[src/hdl/pbio_pkg.sv]
// Purpose: shared constants, mode type and decode helpers for the port bit I/O block
// Assumes: one 8-bit port, three configuration registers and one data register
// Notes: configuration code is written {high, mid, low}
package pbio_pkg;

	////////////////////////////////////////////////////////////////////////////
	// Register offsets on the plain register port
	localparam logic [1:0] ADDR_DATA = 2'h0;
	localparam logic [1:0] ADDR_CFG_LOW = 2'h1;
	localparam logic [1:0] ADDR_CFG_MID = 2'h2;
	localparam logic [1:0] ADDR_CFG_HIGH = 2'h3;

	// Reset values: two-way weak pull-up with all data ones
	localparam logic [7:0] RST_DATA = 8'hFF;
	localparam logic [7:0] RST_CFG = 8'h00;

	////////////////////////////////////////////////////////////////////////////
	// Configuration codes {high, mid, low}
	localparam logic [2:0] CODE_TWO_WAY_WP = 3'h0;
	localparam logic [2:0] CODE_TWO_WAY_OD = 3'h4;
	localparam logic [2:0] CODE_OUT_PP = 3'h2;
	localparam logic [2:0] CODE_OUT_OD = 3'h6;
	localparam logic [2:0] CODE_IN_CMOS = 3'h1;
	localparam logic [2:0] CODE_IN_TTL = 3'h5;
	localparam logic [2:0] CODE_ALT_PP = 3'h3;
	localparam logic [2:0] CODE_ALT_OD = 3'h7;

	// Operating mode of one bit, one-hot
	typedef enum logic [4:0] {
		MODE_TWO_WAY = 5'h01,
		MODE_OUTPUT = 5'h02,
		MODE_INPUT = 5'h04,
		MODE_ALT_OUT = 5'h08,
		MODE_ANALOG = 5'h10
	} pbio_mode_e;

	////////////////////////////////////////////////////////////////////////////
	// Decode a code into a mode; the all-ones code is analog on converter pins
	function automatic pbio_mode_e pbio_decode(input logic [2:0] code, input logic is_adc);
		pbio_mode_e m;
		m = MODE_TWO_WAY;
		if (code == CODE_ALT_OD && is_adc) begin
			m = MODE_ANALOG;
		end else if (code == CODE_OUT_PP || code == CODE_OUT_OD) begin
			m = MODE_OUTPUT;
		end else if (code == CODE_IN_CMOS || code == CODE_IN_TTL) begin
			m = MODE_INPUT;
		end else if (code == CODE_ALT_PP || code == CODE_ALT_OD) begin
			m = MODE_ALT_OUT;
		end
		return m;
	endfunction

	// Push-pull driver codes; every other driving code is open drain
	function automatic logic pbio_push_pull(input logic [2:0] code);
		return (code == CODE_OUT_PP) || (code == CODE_ALT_PP);
	endfunction

endpackage

[src/hdl/pbio_port.sv]
// Purpose: one 8-bit general purpose port with per-bit mode, driver and threshold
// Assumes: core gives instruction start/end pulses; peripherals give separate outputs, AND-merged here
// Notes: pad drive, pull-up and threshold outputs lag the latches by one cycle
// Function
// - Input mode forces the pin driver to tristate.
// - Input mode samples the pin into the input latch at instruction start.
// - Input mode still copies master into slave latch at instruction end.
// - Three configuration bits select two-way, output, input or alternate output styles.
// - All-ones code on converter pins selects analog input, driver tristate.
// - Output mode drives push-pull or open drain; master echoes to both latches.
// - Two-way drives open drain or weak pull-up; samples pin, updates slave.
// - Data reads of two-way bits return the pin level, not the latch.
// - Alternate output loads slave from peripheral timing, pin still sampled.
// - Alternate output with no peripheral: push-pull high, open drain tristate.
// - Pin input feeds every sharing peripheral; port reads keep working.
// - Converter pin in alternate open-drain code: output forced one, analog passed.
// - Several peripheral outputs on one pin are combined by AND.
// - Alternate input of a pin sees that pin's driven output signal.
// - Wait and clock-stop keep pins; clock outputs stop only in clock-stop.
// - Reset puts pull-up pins in two-way weak pull-up with data all ones.
// - Port writes load master latches always; reads return input latches.
//
// Added by the designer: the register addresses and the strobed register port.
`timescale 1ns/1ns
module pbio_port #(
	parameter int WIDTH = 8,
	parameter int N_PERIPH = 2,
	parameter logic [WIDTH-1:0] PULLUP_MASK = 8'hFF,
	parameter logic [WIDTH-1:0] ADC_MASK = 8'h00,
	parameter logic [WIDTH-1:0] CLK_OUT_MASK = 8'h00
) (
	// Clock and reset
	input wire logic sys_clk,
	input wire logic rstn,
	// Register port
	input wire logic [1:0] reg_addr,
	input wire logic [WIDTH-1:0] reg_wdata,
	input wire logic reg_wr,
	input wire logic reg_rd,
	output logic [WIDTH-1:0] reg_rdata,
	// Core instruction boundaries and low-power states
	input wire logic instr_start,
	input wire logic instr_end,
	input wire logic wait_for_interrupt_state,
	input wire logic halt_state,
	// Peripheral outputs: value and enable per peripheral per bit, load strobe per bit
	input wire logic [N_PERIPH*WIDTH-1:0] alt_function_output,
	input wire logic [N_PERIPH*WIDTH-1:0] alt_output_enable,
	input wire logic [WIDTH-1:0] alt_output_load,
	// Peripheral inputs
	output logic [WIDTH-1:0] alt_function_input,
	output logic [WIDTH-1:0] adc_analog_en,
	// Pads
	input wire logic [WIDTH-1:0] pad_in,
	output logic [WIDTH-1:0] pad_out,
	output logic [WIDTH-1:0] pad_oe,
	output logic [WIDTH-1:0] pad_pullup_en,
	output logic [WIDTH-1:0] pad_ttl_sel
);

	////////////////////////////////////////////////////////////////////////////
	// Register file: data register holds the output master latches
	logic [WIDTH-1:0] port_data_register_reg;
	logic [WIDTH-1:0] port_cfg_bit_low_reg;
	logic [WIDTH-1:0] port_cfg_bit_mid_reg;
	logic [WIDTH-1:0] port_cfg_bit_high_reg;
	logic [WIDTH-1:0] rdata_next;
	logic wr_data;
	logic wr_low;
	logic wr_mid;
	logic wr_high;

	assign wr_data = reg_wr && (reg_addr == pbio_pkg::ADDR_DATA);
	assign wr_low = reg_wr && (reg_addr == pbio_pkg::ADDR_CFG_LOW);
	assign wr_mid = reg_wr && (reg_addr == pbio_pkg::ADDR_CFG_MID);
	assign wr_high = reg_wr && (reg_addr == pbio_pkg::ADDR_CFG_HIGH);

	// Writes land in the master latches whatever the mode
	always_ff @(posedge sys_clk or negedge rstn) begin
		if (!rstn) begin
			port_data_register_reg <= pbio_pkg::RST_DATA;
			port_cfg_bit_low_reg <= pbio_pkg::RST_CFG;
			port_cfg_bit_mid_reg <= pbio_pkg::RST_CFG;
			port_cfg_bit_high_reg <= pbio_pkg::RST_CFG;
		end else begin
			if (wr_data) port_data_register_reg <= reg_wdata;
			if (wr_low) port_cfg_bit_low_reg <= reg_wdata;
			if (wr_mid) port_cfg_bit_mid_reg <= reg_wdata;
			if (wr_high) port_cfg_bit_high_reg <= reg_wdata;
		end
	end

	////////////////////////////////////////////////////////////////////////////
	// Per-bit decode, peripheral merge and latches
	logic [WIDTH-1:0] slave_vec;
	logic [WIDTH-1:0] in_latch_vec;
	logic [WIDTH-1:0] merged_alt;
	logic [WIDTH-1:0] alt_load_gated;
	logic [WIDTH-1:0] in_mask;
	logic [WIDTH-1:0] out_mask;
	logic [WIDTH-1:0] two_way_mask;
	logic [WIDTH-1:0] alt_mask;
	logic [WIDTH-1:0] analog_mask;
	logic [WIDTH-1:0] pp_mask;
	logic [WIDTH-1:0] cmos_mask;
	logic [WIDTH-1:0] periph_en_any;

	genvar gi;
	generate
		for (gi = 0; gi < WIDTH; gi++) begin : g_bit
			logic [2:0] code;
			pbio_pkg::pbio_mode_e mode;
			logic [N_PERIPH-1:0] pv;
			logic [N_PERIPH-1:0] pe;
			assign code = {port_cfg_bit_high_reg[gi], port_cfg_bit_mid_reg[gi],
				port_cfg_bit_low_reg[gi]};
			assign mode = pbio_pkg::pbio_decode(code, ADC_MASK[gi]);
			assign in_mask[gi] = (mode == pbio_pkg::MODE_INPUT);
			assign out_mask[gi] = (mode == pbio_pkg::MODE_OUTPUT);
			assign two_way_mask[gi] = (mode == pbio_pkg::MODE_TWO_WAY);
			assign alt_mask[gi] = (mode == pbio_pkg::MODE_ALT_OUT);
			assign analog_mask[gi] = (mode == pbio_pkg::MODE_ANALOG);
			assign pp_mask[gi] = pbio_pkg::pbio_push_pull(code);
			assign cmos_mask[gi] = (code == pbio_pkg::CODE_IN_CMOS);
			// Disabled or absent peripherals count as one, so none connected reads high
			for (genvar p = 0; p < N_PERIPH; p++) begin : g_per
				assign pv[p] = alt_function_output[p*WIDTH+gi];
				assign pe[p] = alt_output_enable[p*WIDTH+gi];
			end
			assign merged_alt[gi] = &(pv | ~pe);
			assign periph_en_any[gi] = |pe; // Any peripheral claims this bit
			// Clock outputs freeze in clock-stop, keep running in wait
			assign alt_load_gated[gi] = alt_output_load[gi] &&
				!(halt_state && CLK_OUT_MASK[gi]);

			pbio_bit_slice u_slice (
				.sys_clk(sys_clk),
				.rstn(rstn),
				.mode(mode),
				.master(port_data_register_reg[gi]),
				.pad_level(pad_in[gi]),
				.instr_start(instr_start),
				.instr_end(instr_end),
				.alt_val(merged_alt[gi]),
				.alt_load(alt_load_gated[gi]),
				.slave_reg(slave_vec[gi]),
				.in_latch_reg(in_latch_vec[gi])
			);
		end
	endgenerate

	////////////////////////////////////////////////////////////////////////////
	// Pad drive decode: push-pull drives both levels, open drain only pulls low
	logic [WIDTH-1:0] drive_mask;
	logic [WIDTH-1:0] oe_next;
	logic [WIDTH-1:0] out_next;
	logic [WIDTH-1:0] pullup_next;
	logic [WIDTH-1:0] driven_level;
	logic [WIDTH-1:0] alt_in_next;

	assign drive_mask = out_mask | two_way_mask | alt_mask;
	assign oe_next = drive_mask & (pp_mask | ~slave_vec);
	assign out_next = drive_mask & pp_mask & slave_vec;
	assign pullup_next = two_way_mask & PULLUP_MASK & ~pp_mask &
		~port_cfg_bit_high_reg;
	// What the pin carries when this bit drives it, open drain wired with the pad
	assign driven_level = (pp_mask & slave_vec) | (~pp_mask & slave_vec & pad_in);
	// Alternate inputs see the pin; in alternate output mode that is our own drive
	assign alt_in_next = (alt_mask & driven_level) | (~alt_mask & pad_in);

	always_ff @(posedge sys_clk or negedge rstn) begin
		if (!rstn) begin
			pad_oe <= '0;
			pad_out <= '0;
			pad_pullup_en <= PULLUP_MASK;
			pad_ttl_sel <= '1;
			adc_analog_en <= '0;
			alt_function_input <= '0;
		end else begin
			pad_oe <= oe_next;
			pad_out <= out_next;
			pad_pullup_en <= pullup_next;
			pad_ttl_sel <= ~cmos_mask;
			adc_analog_en <= analog_mask;
			alt_function_input <= alt_in_next;
		end
	end

	////////////////////////////////////////////////////////////////////////////
	// Read data: present only in the cycle after the read strobe
	always_comb begin
		rdata_next = '0;
		if (reg_addr == pbio_pkg::ADDR_DATA) begin
			rdata_next = in_latch_vec;
		end else if (reg_addr == pbio_pkg::ADDR_CFG_LOW) begin
			rdata_next = port_cfg_bit_low_reg;
		end else if (reg_addr == pbio_pkg::ADDR_CFG_MID) begin
			rdata_next = port_cfg_bit_mid_reg;
		end else begin
			rdata_next = port_cfg_bit_high_reg;
		end
	end

	// A read of two-way bits sees pins, so read-modify-write can lose bits
	always_ff @(posedge sys_clk or negedge rstn) begin
		if (!rstn) begin
			reg_rdata <= '0;
		end else begin
			reg_rdata <= reg_rd ? rdata_next : '0;
		end
	end
endmodule

[src/hdl/pbio_bit_slice.sv]
// Purpose: latches of one port bit: output slave latch and input latch
// Assumes: instruction start and end arrive as one-cycle pulses
// Notes: the output master latch lives in the data register of the top
`timescale 1ns/1ns
module pbio_bit_slice (
	// Clock and reset
	input wire logic sys_clk,
	input wire logic rstn,
	// Configuration and data
	input wire pbio_pkg::pbio_mode_e mode,
	input wire logic master,
	input wire logic pad_level,
	// Instruction boundaries
	input wire logic instr_start,
	input wire logic instr_end,
	// Merged peripheral output and its load strobe
	input wire logic alt_val,
	input wire logic alt_load,
	// Latch contents
	output logic slave_reg,
	output logic in_latch_reg
);

	////////////////////////////////////////////////////////////////////////////
	// Input latch: pin sampled at start, master echoed at end in output mode
	logic samples_pin;
	logic echoes_master;
	assign samples_pin = instr_start && (mode != pbio_pkg::MODE_OUTPUT);
	assign echoes_master = instr_end && (mode == pbio_pkg::MODE_OUTPUT);

	always_ff @(posedge sys_clk or negedge rstn) begin
		if (!rstn) begin
			in_latch_reg <= 1'b1;
		end else if (samples_pin) begin
			in_latch_reg <= pad_level;
		end else if (echoes_master) begin
			in_latch_reg <= master;
		end
	end

	////////////////////////////////////////////////////////////////////////////
	// Slave latch: peripheral-timed in alternate mode, forced high for analog
	always_ff @(posedge sys_clk or negedge rstn) begin
		if (!rstn) begin
			slave_reg <= 1'b1;
		end else if (mode == pbio_pkg::MODE_ANALOG) begin
			slave_reg <= 1'b1;
		end else if (mode == pbio_pkg::MODE_ALT_OUT) begin
			if (alt_load) begin
				slave_reg <= alt_val;
			end
		end else if (instr_end) begin
			slave_reg <= master;
		end
	end

endmodule

[config.mk]
export PLATFORM = sky130hd
export DESIGN_NAME = pbio_port
export DESIGN_NICKNAME = d
export VERILOG_FILES = /design/src/hdl/pbio_pkg.sv /design/src/hdl/pbio_port.sv /design/src/hdl/pbio_bit_slice.sv
export SDC_FILE = /design/constraint.sdc
export NUM_CORES = 1
export LEC_CHECK = 0
export ABC_CLOCK_PERIOD_IN_PS = 1250
export BUFFER_PORTS_ARGS = -buffer_cell sky130_fd_sc_hd__buf_2
export CORE_UTILIZATION = 40
export CTS_CLUSTER_SIZE = 25
export DETAILED_ROUTE_END_ITERATION = 8
export PLACE_DENSITY_LB_ADDON = 0.3
export SETUP_SLACK_MARGIN = 0.02
export SYNTH_ARGS = -nofsm -noshare
export SYNTH_HDL_FRONTEND = slang
export SYNTH_SLANG_ARGS = --single-unit
export TNS_END_PERCENT = 1
[constraint.sdc]
create_clock -name sys_clk -period 1.25 [get_ports sys_clk]
set_input_delay 0.125 -clock sys_clk [delete_from_list [all_inputs] [get_ports sys_clk]]
set_output_delay 0.125 -clock sys_clk [all_outputs]
set_load 0.005 [all_outputs]
# ---- Word-level counts from Yosys, hierarchy flattened
# Index checks and enable logic that the tools add are counted.
dict set report totals {
  in_bits 66
  ff_bits 104
}
dict set report classes {
  n_mux 76
  n_bitwise 36
  eq_ne 99
  reduce_logical 85
}
# cell count
set op_table {}
lappend op_table {{$mux W4} 22}
lappend op_table {{$and A8 B8 Y8} 10}
lappend op_table {{$eq A3 B3 Y1 const B} 24}
lappend op_table {{$eq A3 B2 Y1 const B} 16}
lappend op_table {{$mux W1} 48}
lappend op_table {{$eq A5 B1 Y1 const B} 8}
lappend op_table {{$not A8 Y8} 5}
lappend op_table {{$or A8 B8 Y8} 5}
lappend op_table {{$eq A4 B5 Y1 const B} 7}
lappend op_table {{$logic_or A1 B1 Y1} 32}
lappend op_table {{$mux W8} 4}
lappend op_table {{$reduce_and A2 Y1} 16}
lappend op_table {{$eq A4 B2 Y1 const B} 7}
lappend op_table {{$eq A4 B4 Y1 const B} 7}
lappend op_table {{$ne A4 B2 Y1 const B} 7}
lappend op_table {{$eq A3 B1 Y1 const B} 8}
lappend op_table {{$ne A3 B2 Y1 const B} 8}
lappend op_table {{$reduce_bool A3 Y1} 8}
lappend op_table {{$logic_and A1 B1 Y1} 20}
lappend op_table {{$not A2 Y2} 8}
lappend op_table {{$or A2 B2 Y2} 8}
lappend op_table {{$reduce_bool A2 Y1} 8}
lappend op_table {{$mux W5} 2}
lappend op_table {{$eq A5 B2 Y1 const B} 1}
lappend op_table {{6 further kinds} 7}

# ---- Longest topological paths before layout
dict set report depth {
  ltp_word 10
  mapped_depth 4
}

# ---- Modules after synthesis
# Synthesis repeated with hierarchy kept, for this count alone.
dict set report unflattened {
  cells_unflattened 429
  hier_area_um2 4867.2
}
# mod cells_per_inst area_each_um2 n_inst
set by_module_without_submodules {}
lappend by_module_without_submodules {pbio_port 301 3535.9 1}
lappend by_module_without_submodules {pbio_bit_slice 16 166.4 8}

# ---- Least setup slack after synthesis
# OpenSTA, ideal clock, no wires.
dict set report synth_path {
  path_kind {reg-to-reg}
  startpoint {register port_cfg_bit_mid_reg[0]}
  endpoint {register reg_rdata[0]}
  path_slack_ps 80
  setup_time_ps 119
  arrival_time_ps 1051
  synth_period_minus_slack_ps 1170
  path_stages_with_launch 3
  required_ps 1131
  n_path_buf 0
  path_cell_list {dfrtp_1 > mux4_1 > and2_1}
}
dict set report synth_via {
  elab_chain_cells 4
}
# element line
set synth_rtl {}
lappend synth_rtl {{start, declared} pbio_port.sv:65} ;# logic [WIDTH-1:0] port_cfg_bit_mid_reg;
lappend synth_rtl {{start signal, assigned} pbio_port.sv:83} ;# port_cfg_bit_mid_reg <= pbio_pkg::RST_CFG;
lappend synth_rtl {{start signal, assigned} pbio_port.sv:88} ;# if (wr_mid) port_cfg_bit_mid_reg <= reg_wdata;
lappend synth_rtl {{$mux W8} pbio_port.sv:197} ;# end else if (reg_addr == pbio_pkg::ADDR_CFG_MID) begin
lappend synth_rtl {{$mux W8} pbio_port.sv:195} ;# end else if (reg_addr == pbio_pkg::ADDR_CFG_LOW) begin
lappend synth_rtl {{$mux W8} pbio_port.sv:193} ;# if (reg_addr == pbio_pkg::ADDR_DATA) begin
lappend synth_rtl {{$mux W8} pbio_port.sv:209} ;# reg_rdata <= reg_rd ? rdata_next : '0;
lappend synth_rtl {{end signal, assigned} pbio_port.sv:209}
lappend synth_rtl {{end, declared} pbio_port.sv:40} ;# output logic [WIDTH-1:0] reg_rdata,
# No other way between the ends.
# A chain may end at the register's enable or synchronous reset.

# ---- Final worst setup path
dict set report layout_path {
  startpoint {register port_cfg_bit_low_reg[1]}
  endpoint {register g_bit[1].u_slice.in_latch_reg}
}
dict set report layout_via {
  elab_chain_cells 8
}
# element line
set layout_rtl {}
lappend layout_rtl {{start, declared} pbio_port.sv:64} ;# logic [WIDTH-1:0] port_cfg_bit_low_reg;
lappend layout_rtl {{start signal, assigned} pbio_port.sv:82} ;# port_cfg_bit_low_reg <= pbio_pkg::RST_CFG;
lappend layout_rtl {{start signal, assigned} pbio_port.sv:87} ;# if (wr_low) port_cfg_bit_low_reg <= reg_wdata;
lappend layout_rtl {{$eq A3 B2 Y1 / $eq A3 B3 Y1 (equally long branches)} pbio_pkg.sv:48} ;# end else if (code == CODE_ALT_PP || code == CODE_ALT_OD) begin
lappend layout_rtl {{$logic_or A1 B1 Y1} pbio_pkg.sv:48}
lappend layout_rtl {{$mux W4} pbio_pkg.sv:48}
lappend layout_rtl {{$mux W4} pbio_pkg.sv:46} ;# end else if (code == CODE_IN_CMOS || code == CODE_IN_TTL) begin
lappend layout_rtl {{$mux W4 *} pbio_pkg.sv:44} ;# end else if (code == CODE_OUT_PP || code == CODE_OUT_OD) begin
lappend layout_rtl {{$ne A4 B2 Y1 / $eq A4 B2 Y1 (equally long branches)} {pbio_bit_slice.sv:28, pbio_bit_slice.sv:29}}
lappend layout_rtl {{$logic_and A1 B1 Y1, on equally long branches} {pbio_bit_slice.sv:28, pbio_bit_slice.sv:29}}
lappend layout_rtl {{$mux W1 / $reduce_bool A2 Y1 (equally long branches)} -}
lappend layout_rtl {{end signal, assigned} pbio_bit_slice.sv:35} ;# in_latch_reg <= pad_level;
lappend layout_rtl {{end signal, assigned} pbio_bit_slice.sv:37} ;# in_latch_reg <= master;
lappend layout_rtl {{end, declared} pbio_bit_slice.sv:21} ;# output logic in_latch_reg
# Mark *: on every way between the ends. The rest lies on a longest branch, timed or not.

==> flow_summary.toml <==
[die]
fp.dieArea_sq_um = 11120
initial_core_util_pct = 41.28
die_w_um = 105.4
die_h_um = 105.4
row_count = 37
io_pins = 122
core_area_sq_um = 10370

[setup_path]
crit_path_end_kind = "flip-flop"
critPathRequiredTime_ns = 1.56
r2r-start = "port_cfg_bit_low_reg[1]$_DFFE_PN0P_"
cpPeakStageDelay_ns = 0.44
crit_fanout = 5
r2r_setup_slack_ns = 0.03
cp_slowest_cell = "dfrtp_1"
arrival_ns = 1.52
r2r_end = "g_bit[1].u_slice.in_latch_reg$_DFFE_PN1P_"
endpoint = "g_bit[1].u_slice.in_latch_reg$_DFFE_PN1P_"
crit_path_cell_trace = "and2b_1 > mux2i_1 > a221o_1"
r2r_cells = 3
worst_setup_path_start_kind = "flip-flop"
worstSetupPathType = "flip-flop to flip-flop"
worstSetupStartpoint = "port_cfg_bit_low_reg[1]$_DFFE_PN0P_"

[clocking]
htreeDepth = 3
post_cts_buffers = 0
clk_path_buf_depth = 2
cts_sinks = 96
cts-root-buf = "clkbuf_8"
cts_tree = "built"
path_clk_slew_ns = 0.10
clock_latency_ns = 0.37
cts_made_buffers = 9

[cells_and_area]
post-route-util_pct = 54.24
n_antenna_cell = 0
drive_gt1_share_pct = 50.59
area_growth_pct = 31.39
finalNetCount = 573
n_fill_cell = 932

[run_status]
status = "complete, no violations"

[detailed_routing]
dr.pass1.iters = 4
avgViaCountPerCell = 4.917
remaining_drc_errors = 0
wire_per_inst_um = 13.97
num_vias = 3186
wirelength_um = 9055
ant_nets = 0
drtIter0Drc = 83

[sta]
hold_slack_ns = 0.02178
fin_crit_sh_pct = 97.22
slew_viol_final = 0
setup_viol = 0
min_period_ns = 1.215
setup_tns_ns = 0
finalHoldViolCount = 0
max_freq_mhz = 822.9
rsz0062_at_grt = "yes"
fin_skew_ns = 0.01627

[synth]
ys_seq_area_share_pct = 57.29
synthArstFlopShare_pct = 100.0
synth_common_cells = "dfrtp_1 (56), nand2_1 (46), dfstp_2 (40)"
synth.area.top_cells = "dfrtp_1 (33%), dfstp_2 (25%), mux2_2 (8.4%)"
ys_warn_count = 0
synth-seq-cells = 96
synth_ff_type = "dfrtp_1"
synth.distinct_cells = 26
syn_inst = 344
yosysMostFrequentCell = "dfrtp_1"
synth.top_cell.area_share_pct = 32.74
yosys.area.top_type = "dfrtp_1"
syn-cell-area_sq_um = 4280
synth-edff-count = 0
syn_avg_cell_area_sq_um = 12.44

[global_route]
antenna_found_initial = 0
grt_pass1_vias = 3046
overflow = 0
grt_max_degree = 49
grt_pass1_wl_um = 14400
grtUsageTotal_pct = 17.07

[power_and_ir_drop]
power_density_nw_per_um2 = 1506
leakage_uw = 0.002673
irDropWorstVdd_v = 0.0005930

[placed_design]
placement.io_buffers = 111
gp_congestion = 0.7145
dp_hpwl_um = 6492

[min_path]
hp-class = "primary input to flip-flop"

[job]
drv_cap = 0
## how the worst min path moves through the flow
stage                 start                                   end  slack (ns)  cells after the start
2_1_floorplan          rstn       alt_function_input[0]$_DFF_PN0_       -0.17                      0
3_3_place_gp           rstn       alt_function_input[7]$_DFF_PN0_        0.03                      1
3_5_place_dp           rstn       alt_function_input[7]$_DFF_PN0_        0.03                      1
4_1_cts           pad_in[7]       alt_function_input[7]$_DFF_PN0_       0.004                      2
5_1_grt        reg_wdata[6]   port_cfg_bit_low_reg[6]$_DFFE_PN0P_        0.01                      2
6_report       reg_wdata[6]  port_cfg_bit_high_reg[6]$_DFFE_PN0P_        0.02                      2
## metrics by stage
stage          cells  total power (uW)  setup slack [ns]  instance area [sq um]
2_1_floorplan    351              5395           0.07957                   4307
3_3_place_gp     624              6334          -0.04784                   5273
3_5_place_dp     624              6423          -0.07184                   5273
4_1_cts          648              8483           0.02127                   5558
5_1_grt          648              8975          -0.02261                   5624
6_report         648              8470           0.03473                   5624
## final cells by class
| cell class | instances | area, sq um | share of cell area (%) |
|---|---|---|---|
| repair buffers | 158 | 968.4 | 17.22 |
| clock buffers | 10 | 127.6 | 2.269 |
| multi-input cells | 226 | 1772 | 31.50 |
| well taps | 136 | 170.2 | 3.026 |
| flip-flops and latches | 96 | 2457 | 43.69 |
| inverters | 16 | 60.06 | 1.068 |
| clock inverters | 6 | 68.82 | 1.224 |
## worst max-delay path, delay by kind of cell, from the launching register on
family | cells | cell delay (ns)
DFF | 1 | 0.44
AOI/OAI and AO/OA | 1 | 0.37
and+or+nand+nor | 1 | 0.26
muxes | 1 | 0.08
## power breakdown
part,internal [uW],total [uW],switching (uW),leakage (uW)
clock network,936,2030,1090,0.0000968
registers,3930,4320,391,0.00110
logic,1200,2120,919,0.00148
## logic make-up (layout without fill, tap and decap cells)
family | Yosys count | in the layout | share of synthesized area [%]
AND/OR/NAND/NOR | 122 | 122 | 14.12
flip-flops | 96 | 96 | 57.29
multiplexers | 56 | 56 | 16.98
AO/OA/AOI/OAI | 40 | 40 | 7.951
buffers and inverters | 29 | 190 | 3.566
other | 1 | 8 | 0.08761
## metal layers
metal | track usage (%) | vias up | routed length, um
met2 | 28.71 | 83 | 4346
met5 | 0 | - | 0
li1 | - | 1529 | -
met4 | 7.646 | 0 | 211
met1 | 21.35 | 1560 | 4096
met3 | 3.278 | 14 | 400
## layout by cell type (no fill, tap or decap), types with 9 or more instances in the layout
cell and count:
nor2_1 30, dfstp_2 40, buf_2 110, clkbuf_8 9, nand2_1 45, mux2i_1 16
and2_1 16, buf_4 37, dfrtp_1 52, mux2_2 32, inv_1 16, a221o_1 16
## repair_timing
| item | 4_1_cts | 5_1_grt |
|---|---|---|
| resized for setup | 4 | 25 |
| endpoints found under the hold margin | 71 | 0 |
| hold buffers | 8 | 0 |
| setup endpoints to repair | 3 | 18 |
No activity file was read; power rests on OpenSTA's default activity.
